--- config.mk ---
export PLATFORM = sky130hd
export DESIGN_NAME = async_timer_compare_output
export DESIGN_NICKNAME = d
export VERILOG_FILES = /design/src/rtl/timer_pkg.sv /design/src/rtl/async_timer_compare_output.sv
export VERILOG_INCLUDE_DIRS = /design/src /design/src/rtl
export SDC_FILE = /design/constraint.sdc
export NUM_CORES = 1
export LEC_CHECK = 0
export BUFFER_PORTS_ARGS = -buffer_cell sky130_fd_sc_hd__buf_2
export CORE_ASPECT_RATIO = 0.8
export CORE_UTILIZATION = 56
export DETAILED_ROUTE_END_ITERATION = 6
export GPL_TIMING_DRIVEN = 0
export MAX_ROUTING_LAYER = met4
export PLACE_DENSITY = 0.8
export SYNTH_ARGS = -nofsm -noshare
export SYNTH_HDL_FRONTEND = slang
export SYNTH_SLANG_ARGS = --single-unit
--- constraint.sdc ---
create_clock -name aclk -period 3.1 [get_ports aclk]
set_input_delay 0.775 -clock aclk [delete_from_list [all_inputs] [get_ports aclk]]
set_output_delay 0.775 -clock aclk [all_outputs]
set_load 0.01 [all_outputs]
--- src/rtl/timer_defines.svh ---
`ifndef TIMER_DEFINES_SVH
`define TIMER_DEFINES_SVH
// Register indices; byte address is four times the index.
`define IDX_CONTROL 10'h0B0
`define IDX_COUNTER 10'h0B2
`define IDX_COMPARE 10'h0B3
`define IDX_STATUS 10'h0B6
`define IDX_FLAGS 10'h0B7
`define IDX_PIN_DIR 10'h0B8
// Field positions.
`define CTL_FORCE 7
`define ST_EXT_CLK 4
`define ST_ASYNC 3
`define FLG_MATCH 1
// Staging channel numbers, equal to their pending bit positions in the status register.
`define CH_CONTROL 0
`define CH_COMPARE 1
`define CH_COUNTER 2
`define RST_BYTE 8'h00
`define CNT_MAX 8'hFF
`define CNT_BOTTOM 8'h00
`define CNT_ONE 8'h01
`define OSC_EDGES_LAST 2'h1
`define AXI_OKAY 2'h0
`define AXI_SLVERR 2'h2
`endif

--- src/rtl/timer_pkg.sv ---
package timer_pkg;
	typedef enum logic [1:0] {
		WAVE_NORMAL,
		WAVE_PHASE_PWM,
		WAVE_CLEAR_MATCH,
		WAVE_FAST_PWM
	} wave_t;

	// Control byte, bit 7 down to bit 0.
	typedef struct packed {
		logic force_match;
		logic wave_lo;
		logic [1:0] compare_output_mode;
		logic wave_hi;
		logic [2:0] clock_prescale_sel;
	} ctrl_t;
endpackage : timer_pkg

--- src/rtl/async_timer_compare_output.sv ---
// Local design decision: register access over AXI4-Lite.
`timescale 1ns/1ps
`include "timer_defines.svh"
// Summary of operation
// - Nonzero output mode drives pin; driver enabled only with direction bit set.
// - Non-PWM: 00 off, 01 toggle, 10 clear, 11 set on match.
// - Fast PWM: 10 clear on match set at bottom, 11 inverse, 01 reserved.
// - Fast PWM, compare at top, upper mode bit: ignore match, still act at bottom.
// - Phase PWM: 10 clears on up-match, sets on down-match; 11 inverts.
// - Phase PWM, compare at top, upper mode bit: ignore match, act at top.
// - Prescale: 000 stop, 001 undivided, then 8,32,64,128,256,1024.
// - Counter readable live (two clocks late in async mode) and writable to load.
// - Counter write suppresses the compare match of the next timer tick.
// - Compare value continuously matched; match sets flag and shapes the pin.
// - External clock bit with async enables buffer; crystal runs only when bit zero.
// - Async select bit picks oscillator pin, else the system clock.
// - Changing clock source may corrupt timer registers; software rewrites them.
// - Async counter write sets its pending flag, cleared after transfer.
// - Async compare write sets its pending flag, cleared after transfer.
// - Async control write sets its pending flag, cleared after it takes effect.
// - Counter read returns live count, two clocks late in async mode; compare and control return staged values.
// - Staged writes transfer after two oscillator rising edges, each independently.
// - Mode 0 normal, 1 phase PWM, 2 clear on match with compare top, 3 fast.
// - Match sets flag; cleared by vector acknowledge or writing one.
module async_timer_compare_output (
	input wire logic aclk,
	input wire logic aresetn,
	input wire logic [11:0] s_axi_awaddr,
	input wire logic s_axi_awvalid,
	output logic s_axi_awready,
	input wire logic [31:0] s_axi_wdata,
	input wire logic [3:0] s_axi_wstrb,
	input wire logic s_axi_wvalid,
	output logic s_axi_wready,
	output logic [1:0] s_axi_bresp,
	output logic s_axi_bvalid,
	input wire logic s_axi_bready,
	input wire logic [11:0] s_axi_araddr,
	input wire logic s_axi_arvalid,
	output logic s_axi_arready,
	output logic [31:0] s_axi_rdata,
	output logic [1:0] s_axi_rresp,
	output logic s_axi_rvalid,
	input wire logic s_axi_rready,
	input wire logic osc_in_pin,
	input wire logic compare_vector_ack,
	output logic compare_output_pin,
	output logic compare_output_oe,
	output logic ext_clk_buf_en,
	output logic crystal_osc_run,
	output logic compare_match_flag
);
	// ==========================================================
	// Bus slave
	logic aw_hold_q, w_hold_q, bvalid_q, rvalid_q;
	logic [11:0] awaddr_q;
	logic [31:0] wdata_q, rdata_q;
	logic [3:0] wstrb_q;
	logic [1:0] bresp_q, rresp_q;
	wire logic aw_take = s_axi_awvalid && !aw_hold_q && !bvalid_q;
	wire logic w_take = s_axi_wvalid && !w_hold_q && !bvalid_q;
	wire logic do_write = aw_hold_q && w_hold_q && !bvalid_q;
	wire logic ar_take = s_axi_arvalid && !rvalid_q;
	wire logic [9:0] widx = awaddr_q[11:2];
	wire logic [9:0] ridx = s_axi_araddr[11:2];
	wire logic wr_lane = do_write && wstrb_q[0];
	wire logic [7:0] wbyte = wdata_q[7:0];
	wire logic wr_ctrl = wr_lane && (widx == `IDX_CONTROL);
	wire logic wr_cnt = wr_lane && (widx == `IDX_COUNTER);
	wire logic wr_cmp = wr_lane && (widx == `IDX_COMPARE);
	wire logic wr_stat = wr_lane && (widx == `IDX_STATUS);
	wire logic wr_flag = wr_lane && (widx == `IDX_FLAGS);
	wire logic wr_dir = wr_lane && (widx == `IDX_PIN_DIR);
	wire logic w_mapped = (widx == `IDX_CONTROL) || (widx == `IDX_COUNTER) ||
		(widx == `IDX_COMPARE) || (widx == `IDX_STATUS) || (widx == `IDX_FLAGS) ||
		(widx == `IDX_PIN_DIR);

	always_ff @(posedge aclk) begin
		if (!aresetn) begin
			aw_hold_q <= 1'b0;
			w_hold_q <= 1'b0;
			bvalid_q <= 1'b0;
			bresp_q <= `AXI_OKAY;
			awaddr_q <= 12'h000;
			wdata_q <= 32'h0000_0000;
			wstrb_q <= 4'h0;
		end else begin
			if (aw_take) begin
				aw_hold_q <= 1'b1;
				awaddr_q <= s_axi_awaddr;
			end
			if (w_take) begin
				w_hold_q <= 1'b1;
				wdata_q <= s_axi_wdata;
				wstrb_q <= s_axi_wstrb;
			end
			if (do_write) begin
				aw_hold_q <= 1'b0;
				w_hold_q <= 1'b0;
				bvalid_q <= 1'b1;
				bresp_q <= w_mapped ? `AXI_OKAY : `AXI_SLVERR;
			end else if (bvalid_q && s_axi_bready) begin
				bvalid_q <= 1'b0;
			end
		end
	end

	// ==========================================================
	// Registers and staging
	timer_pkg::ctrl_t ctrl_stage_q, ctrl_act_q;
	logic [7:0] cmp_stage_q, cmp_act_q, cnt_stage_q, cnt_q, cnt_s1_q, cnt_s2_q;
	logic ext_clk_q, async_q, dir_q, osc_q, up_q, blk_q, oc_q, flag_q;
	logic [9:0] pre_q;
	logic [2:0] pend_q, done;
	wire logic osc_rise = osc_in_pin && !osc_q;
	wire logic [2:0] wr_stage = {wr_cnt, wr_cmp, wr_ctrl} & {3{async_q}};

	// Each staged register counts oscillator edges on its own.
	genvar gi;
	generate
		for (gi = 0; gi < 3; gi++) begin : g_stage
			logic [1:0] edges_q;
			assign done[gi] = pend_q[gi] && osc_rise && (edges_q == `OSC_EDGES_LAST);
			always_ff @(posedge aclk) begin
				if (!aresetn) begin
					pend_q[gi] <= 1'b0;
					edges_q <= 2'h0;
				end else if (wr_stage[gi]) begin
					pend_q[gi] <= 1'b1;
					edges_q <= 2'h0;
				end else if (done[gi]) begin
					pend_q[gi] <= 1'b0;
				end else if (pend_q[gi] && osc_rise) begin
					edges_q <= edges_q + 2'h1;
				end
			end
		end
	endgenerate

	// Synchronous mode writes land at once; async writes wait for their transfer.
	wire logic ctrl_load = wr_ctrl && !async_q || done[`CH_CONTROL];
	wire logic cmp_load = wr_cmp && !async_q || done[`CH_COMPARE];
	wire logic cnt_load = wr_cnt && !async_q || done[`CH_COUNTER];
	wire timer_pkg::ctrl_t ctrl_new = async_q ? ctrl_stage_q : timer_pkg::ctrl_t'(wbyte);
	wire logic [7:0] cmp_new = async_q ? cmp_stage_q : wbyte;
	wire logic [7:0] cnt_new = async_q ? cnt_stage_q : wbyte;

	// ==========================================================
	// Prescaler and counter
	wire logic src_tick = async_q ? osc_rise : 1'b1;
	logic [9:0] pre_mask;
	always_comb begin
		case (ctrl_act_q.clock_prescale_sel)
			3'h1: pre_mask = 10'h000;
			3'h2: pre_mask = 10'h007;
			3'h3: pre_mask = 10'h01F;
			3'h4: pre_mask = 10'h03F;
			3'h5: pre_mask = 10'h07F;
			3'h6: pre_mask = 10'h0FF;
			3'h7: pre_mask = 10'h3FF;
			default: pre_mask = 10'h000;
		endcase
	end
	wire logic running = ctrl_act_q.clock_prescale_sel != 3'h0;
	wire logic tick = running && src_tick && ((pre_q & pre_mask) == pre_mask);

	wire timer_pkg::wave_t mode = timer_pkg::wave_t'({ctrl_act_q.wave_hi, ctrl_act_q.wave_lo});
	wire logic [1:0] com = ctrl_act_q.compare_output_mode;
	wire logic [7:0] top = (mode == timer_pkg::WAVE_CLEAR_MATCH) ? cmp_act_q : `CNT_MAX;
	wire logic at_top = cnt_q == top;
	wire logic cmp_top = cmp_act_q == top;
	wire logic match = tick && !blk_q && (cnt_q == cmp_act_q);
	wire logic pwm_ignore = com[1] && cmp_top;
	wire logic force_hit = ctrl_load && ctrl_new.force_match;

	logic [7:0] cnt_d;
	logic up_d, oc_d;
	always_comb begin
		cnt_d = cnt_q;
		up_d = up_q;
		oc_d = oc_q;
		if (tick) begin
			if (mode == timer_pkg::WAVE_PHASE_PWM) begin
				if (up_q && at_top) begin
					up_d = 1'b0;
					cnt_d = cnt_q - `CNT_ONE;
				end else if (!up_q && cnt_q == `CNT_BOTTOM) begin
					up_d = 1'b1;
					cnt_d = cnt_q + `CNT_ONE;
				end else begin
					cnt_d = up_q ? cnt_q + `CNT_ONE : cnt_q - `CNT_ONE;
				end
			end else begin
				cnt_d = at_top ? `CNT_BOTTOM : cnt_q + `CNT_ONE;
			end
		end
		case (mode)
			timer_pkg::WAVE_NORMAL, timer_pkg::WAVE_CLEAR_MATCH: begin
				if (match || force_hit) begin
					case (com)
						2'h1: oc_d = !oc_q;
						2'h2: oc_d = 1'b0;
						2'h3: oc_d = 1'b1;
						default: oc_d = oc_q;
					endcase
				end
			end
			timer_pkg::WAVE_FAST_PWM: begin
				if (com[1]) begin
					if (tick && at_top) begin
						oc_d = !com[0];
					end else if (match && !pwm_ignore) begin
						oc_d = com[0];
					end
				end
			end
			timer_pkg::WAVE_PHASE_PWM: begin
				if (com[1]) begin
					if (pwm_ignore && tick && up_q && at_top) begin
						oc_d = com[0];
					end else if (match && !pwm_ignore) begin
						oc_d = up_q ? com[0] : !com[0];
					end
				end
			end
			default: oc_d = oc_q;
		endcase
	end

	always_ff @(posedge aclk) begin
		if (!aresetn) begin
			ctrl_stage_q <= timer_pkg::ctrl_t'(`RST_BYTE);
			ctrl_act_q <= timer_pkg::ctrl_t'(`RST_BYTE);
			cmp_stage_q <= `RST_BYTE;
			cmp_act_q <= `RST_BYTE;
			cnt_stage_q <= `RST_BYTE;
			cnt_q <= `RST_BYTE;
			cnt_s1_q <= `RST_BYTE;
			cnt_s2_q <= `RST_BYTE;
			ext_clk_q <= 1'b0;
			async_q <= 1'b0;
			dir_q <= 1'b0;
			osc_q <= 1'b0;
			pre_q <= 10'h000;
			up_q <= 1'b1;
			blk_q <= 1'b0;
			oc_q <= 1'b0;
			flag_q <= 1'b0;
		end else begin
			osc_q <= osc_in_pin;
			// The prescaler is shared, so stopping the timer does not reset its phase.
			if (src_tick) begin
				pre_q <= pre_q + 10'h001;
			end
			if (wr_ctrl) begin
				ctrl_stage_q <= timer_pkg::ctrl_t'(wbyte);
			end
			if (wr_cmp) begin
				cmp_stage_q <= wbyte;
			end
			if (wr_cnt) begin
				cnt_stage_q <= wbyte;
			end
			if (ctrl_load) begin
				ctrl_act_q <= ctrl_new;
				ctrl_act_q.force_match <= 1'b0;
			end
			if (cmp_load) begin
				cmp_act_q <= cmp_new;
			end
			if (cnt_load) begin
				cnt_q <= cnt_new;
				blk_q <= 1'b1;
			end else begin
				cnt_q <= cnt_d;
				if (tick) begin
					blk_q <= 1'b0;
				end
			end
			up_q <= up_d;
			oc_q <= oc_d;
			// A clock source switch leaves timer contents as they are; software reloads them.
			if (wr_stat) begin
				ext_clk_q <= wbyte[`ST_EXT_CLK];
				async_q <= wbyte[`ST_ASYNC];
			end
			if (wr_dir) begin
				dir_q <= wbyte[0];
			end
			// A new match outranks a clear in the same cycle.
			if (match) begin
				flag_q <= 1'b1;
			end else if (compare_vector_ack || (wr_flag && wbyte[`FLG_MATCH])) begin
				flag_q <= 1'b0;
			end
			cnt_s1_q <= cnt_q;
			cnt_s2_q <= cnt_s1_q;
		end
	end

	// ==========================================================
	// Read path and pin outputs
	wire logic [7:0] cnt_read = async_q ? cnt_s2_q : cnt_q;
	wire logic [7:0] stat_read = {3'h0, ext_clk_q, async_q, pend_q};
	logic [7:0] rbyte;
	logic r_mapped;
	always_comb begin
		r_mapped = 1'b1;
		case (ridx)
			`IDX_CONTROL: rbyte = ctrl_stage_q & 8'h7F;
			`IDX_COUNTER: rbyte = cnt_read;
			`IDX_COMPARE: rbyte = cmp_stage_q;
			`IDX_STATUS: rbyte = stat_read;
			`IDX_FLAGS: rbyte = {6'h00, flag_q, 1'b0};
			`IDX_PIN_DIR: rbyte = {7'h00, dir_q};
			default: begin
				rbyte = 8'h00;
				r_mapped = 1'b0;
			end
		endcase
	end

	always_ff @(posedge aclk) begin
		if (!aresetn) begin
			rvalid_q <= 1'b0;
			rdata_q <= 32'h0000_0000;
			rresp_q <= `AXI_OKAY;
			compare_output_pin <= 1'b0;
			compare_output_oe <= 1'b0;
			ext_clk_buf_en <= 1'b0;
			crystal_osc_run <= 1'b0;
		end else begin
			if (ar_take) begin
				rvalid_q <= 1'b1;
				rdata_q <= {24'h000000, rbyte};
				rresp_q <= r_mapped ? `AXI_OKAY : `AXI_SLVERR;
			end else if (rvalid_q && s_axi_rready) begin
				rvalid_q <= 1'b0;
			end
			compare_output_pin <= (oc_d && (com != 2'h0));
			compare_output_oe <= (com != 2'h0) && dir_q;
			ext_clk_buf_en <= ext_clk_q && async_q;
			crystal_osc_run <= !ext_clk_q && async_q;
		end
	end

	assign s_axi_awready = !aw_hold_q && !bvalid_q;
	assign s_axi_wready = !w_hold_q && !bvalid_q;
	assign s_axi_bvalid = bvalid_q;
	assign s_axi_bresp = bresp_q;
	assign s_axi_arready = !rvalid_q;
	assign s_axi_rvalid = rvalid_q;
	assign s_axi_rdata = rdata_q;
	assign s_axi_rresp = rresp_q;
	assign compare_match_flag = flag_q;
endmodule : async_timer_compare_output

==> flow_summary.json <==
{
  "status": "finished, final reports clean",
  "finalCritPeriodShare": 0.903,
  "finalHoldViolCount": 0,
  "overflow": 0,
  "finClkSkew_ns": 0.00488,
  "slew_violations": 0,
  "nNetsFinal": 941,
  "clk_pin_slew_ns": 0.06,
  "cp_common_cell": "buf_2",
  "powerDensity_nw_per_um2": 530,
  "ys_seq_elements": 127,
  "syn_avg_cell_area_um2": 8.39,
  "cap_viol_max_count": 0,
  "worstMarginPinSlew_ns": 1.11,
  "vias": 6068,
  "row_count": 34,
  "nFillCells": 915,
  "synth_warnings": 0,
  "area_growth_pct": 18.1,
  "core_area_um2": 11000,
  "preCtsSetupSlack_ns": -0.0596,
  "cpPeakStageDelay_ns": 0.39,
  "drtIter0Drc": 737,
  "grt_pass1_vias": 5757,
  "worstSkewPairLatency_ns": 0.42,
  "cts_hold_buf": 0,
  "cts_resized": 0,
  "critPathRequiredTime_ns": 3.46,
  "drcViolationCount": 0,
  "synth_edf_count": 0,
  "min_from": "cnt_s1_q[6]",
  "p_leak_nw": 3.27,
  "worstSetupStartpoint": "osc_in_pin",
  "port_buffers": 56,
  "wl_um": 18600,
  "swShare": 0.239,
  "cts_sinks": 127,
  "grt_first_pass_wirelength_um": 29600,
  "die_w_um": 122,
  "whs_ns": 0.437,
  "max_freq_mhz": 357,
  "synth_ff_type": "dfxtp_1",
  "dr.pass1.iters": 6,
  "cts_setup_buffers": 0,
  "power_frac_comb": 0.065,
  "gp_congestion": 0.920,
  "final_common_cell": "nand2_1",
  "worst_setup_path_end_kind": "flop",
  "routedWlPerCell_um": 18.2,
  "crit_arrival_ns": 3.16,
  "internal_power_w": 0.00306,
  "crit_fanout": 10,
  "yosysSeqAreaShare": 0.395,
  "start_util": 0.583,
  "setup_violations": 0,
  "antenna_found_initial": 1,
  "final_util": 0.689,
  "cts_tree": "done",
  "root_buffer": "clkbuf_16",
  "crit_chain": "buf_2, nor2b_1, buf_2, nand2b_1, clkbuf_1, nand3_1, buf_2, nor4_1, o21ai_0, a211oi_1, a31o_2",
  "hold_class": "flop to flop",
  "dieArea_um2": 11900,
  "numCtsBuffers": 17,
  "synth_async_sr_flop_share": 0,
  "antenna_left": 0,
  "die_y_um": 97.8,
  "num_io_pins": 115,
  "cts.path.max_buffers": 2,
  "htreeDepth": 4,
  "worst_slack_ns": 0.302,
  "worstSetupStartpointType": "primary input",
  "power.switching_w": 0.000960,
  "drive_above_1_share": 0.154,
  "synth_cell_types": 63,
  "most-common-layout-cells": "129 x nand2_1, 127 x dfxtp_1, 67 x buf_2, 39 x a21boi_0, 38 x nor2_1",
  "p_clk_frac": 0.511,
  "syn_area_um2": 6430,
  "grt_start_max_net_pins": 17,
  "hpwl_um": 13400,
  "grt_usage": 0.336,
  "max-vdd-ir-drop_mv": 0.505,
  "rsz0062_at_grt": "no",
  "cp_slowest_cell": "a211oi_1",
  "syn_inst": 766,
  "p_seq_frac": 0.424,
  "r2r_start": "async_q",
  "slew_headroom": 0.257,
  "criticalPathCategory": "primary input to flop",
  "via_per_inst": 5.93,
  "tns_ns": 0,
  "timing.final.crit_period_ns": 2.80
}
## Yosys cell counts (3+ instances only)
library cell  instances  area [um^2]
nand2_1             129          484
dfxtp_1             127         2540
a21boi_0             39          293
nor2_1               38          143
nor2b_1              37          231
a21oi_1              36          180
and2_1               32          200
clkbuf_1             32          120
buf_4                27          203
mux2i_1              22          220
o211a_1              21          210
xnor2_1              18          158
o21ai_0              16         80.1
inv_1                14         52.6
nand3_1              14         70.1
nor3_1               13         65.1
nand4_1              12         75.1
buf_2                11         55.1
a211oi_1             10         75.1
and3_1                8         50.1
nand2b_1              8         50.1
ha_1                  6         75.1
o211ai_1              6         45.0
a22oi_1               5         37.5
a31oi_1               5         31.3
nor3b_1               5         37.5
o21a_1                5         37.5
or3_1                 5         31.3
a21o_1                4         30.0
nor4_1                4         25.0
o221ai_1              4         35.0
o31ai_1               4         30.0
xor2_1                4         35.0
a221o_1               3         30.0
and4b_1               3         30.0
o311ai_0              3         26.3
## layout make-up
type,instances,area (um^2),area share
Antenna cell,1,2.50,0.000330
Timing Repair Buffer,56,280,0.0369
Clock buffer,20,447,0.0588
Sequential cell,127,2540,0.335
Tap cell,144,180,0.0237
Inverter,14,52.6,0.00692
Clock inverter,12,159,0.0209
Multi-Input combinational cell,576,3520,0.464
Buffer,74,408,0.0537
## critical path: cells and delay by family
family          cells  cell delay [ns]
buf+inv             4             0.96
simple gates        4             0.76
compound gates      3             0.67
## metrics by stage
stage          total power, W  std cells  area, um^2
6_report              0.00402       1024        7590
2_1_floorplan         0.00189        791        6520
4_1_cts               0.00402       1023        7590
3_3_place_gp          0.00198        991        6980
5_1_grt               0.00413       1024        7590
3_5_place_dp          0.00199        991        6980
## cells by family after synthesis
family	Yosys count	share of synthesized area
AOI/OAI and AO/OA	176	0.200
xor gates and xnor gates	22	0.0300
adders and majority gates	6	0.0117
buffers and inverters	88	0.0716
DFF	127	0.395
muxes	22	0.0343
other	1	0.000583
and+or+nand+nor	324	0.256
## metal layers
layer	share of wire	global-route usage	vias to the layer above
met5	0	-	-
met4	0.028	0.142	0
met3	0.11	0.0689	43
met2	0.44	0.492	326
met1	0.43	0.448	2870
li1	-	-	2829
## power groups by stage
stage          clock (W)  combinational (W)  sequential, W
2_1_floorplan          0           0.000168        0.00173
3_3_place_gp           0           0.000248        0.00173
3_5_place_dp           0           0.000255        0.00174
4_1_cts          0.00206           0.000258        0.00170
5_1_grt          0.00214           0.000290        0.00171
6_report         0.00206           0.000262        0.00170
## sequential cells by signal, summed over array words and instances, names as in the netlist, 2 cells and up
signal	flops
pre_q	10
wdata_q	8
s_axi_rdata	8
pend_q	3
cmp_act_q	8
cnt_stage_q	8
ctrl_stage_q	8
awaddr_q	10
g_stage.edges_q	6
cmp_stage_q	8
ctrl_act_q	5
cnt_s2_q	8
com	2
cnt_q	8
cnt_s1_q	8
## final timing paths
kind	to	slack, ns	depth (start not counted)
min	cnt_s2_q[6]	0.44	1
max reg2reg	g_stage[0].edges_q[0]	0.37	6
max	oc_q	0.30	11
min reg2reg	cnt_s2_q[6]	0.44	1
(Power assumes the default switching activity.)
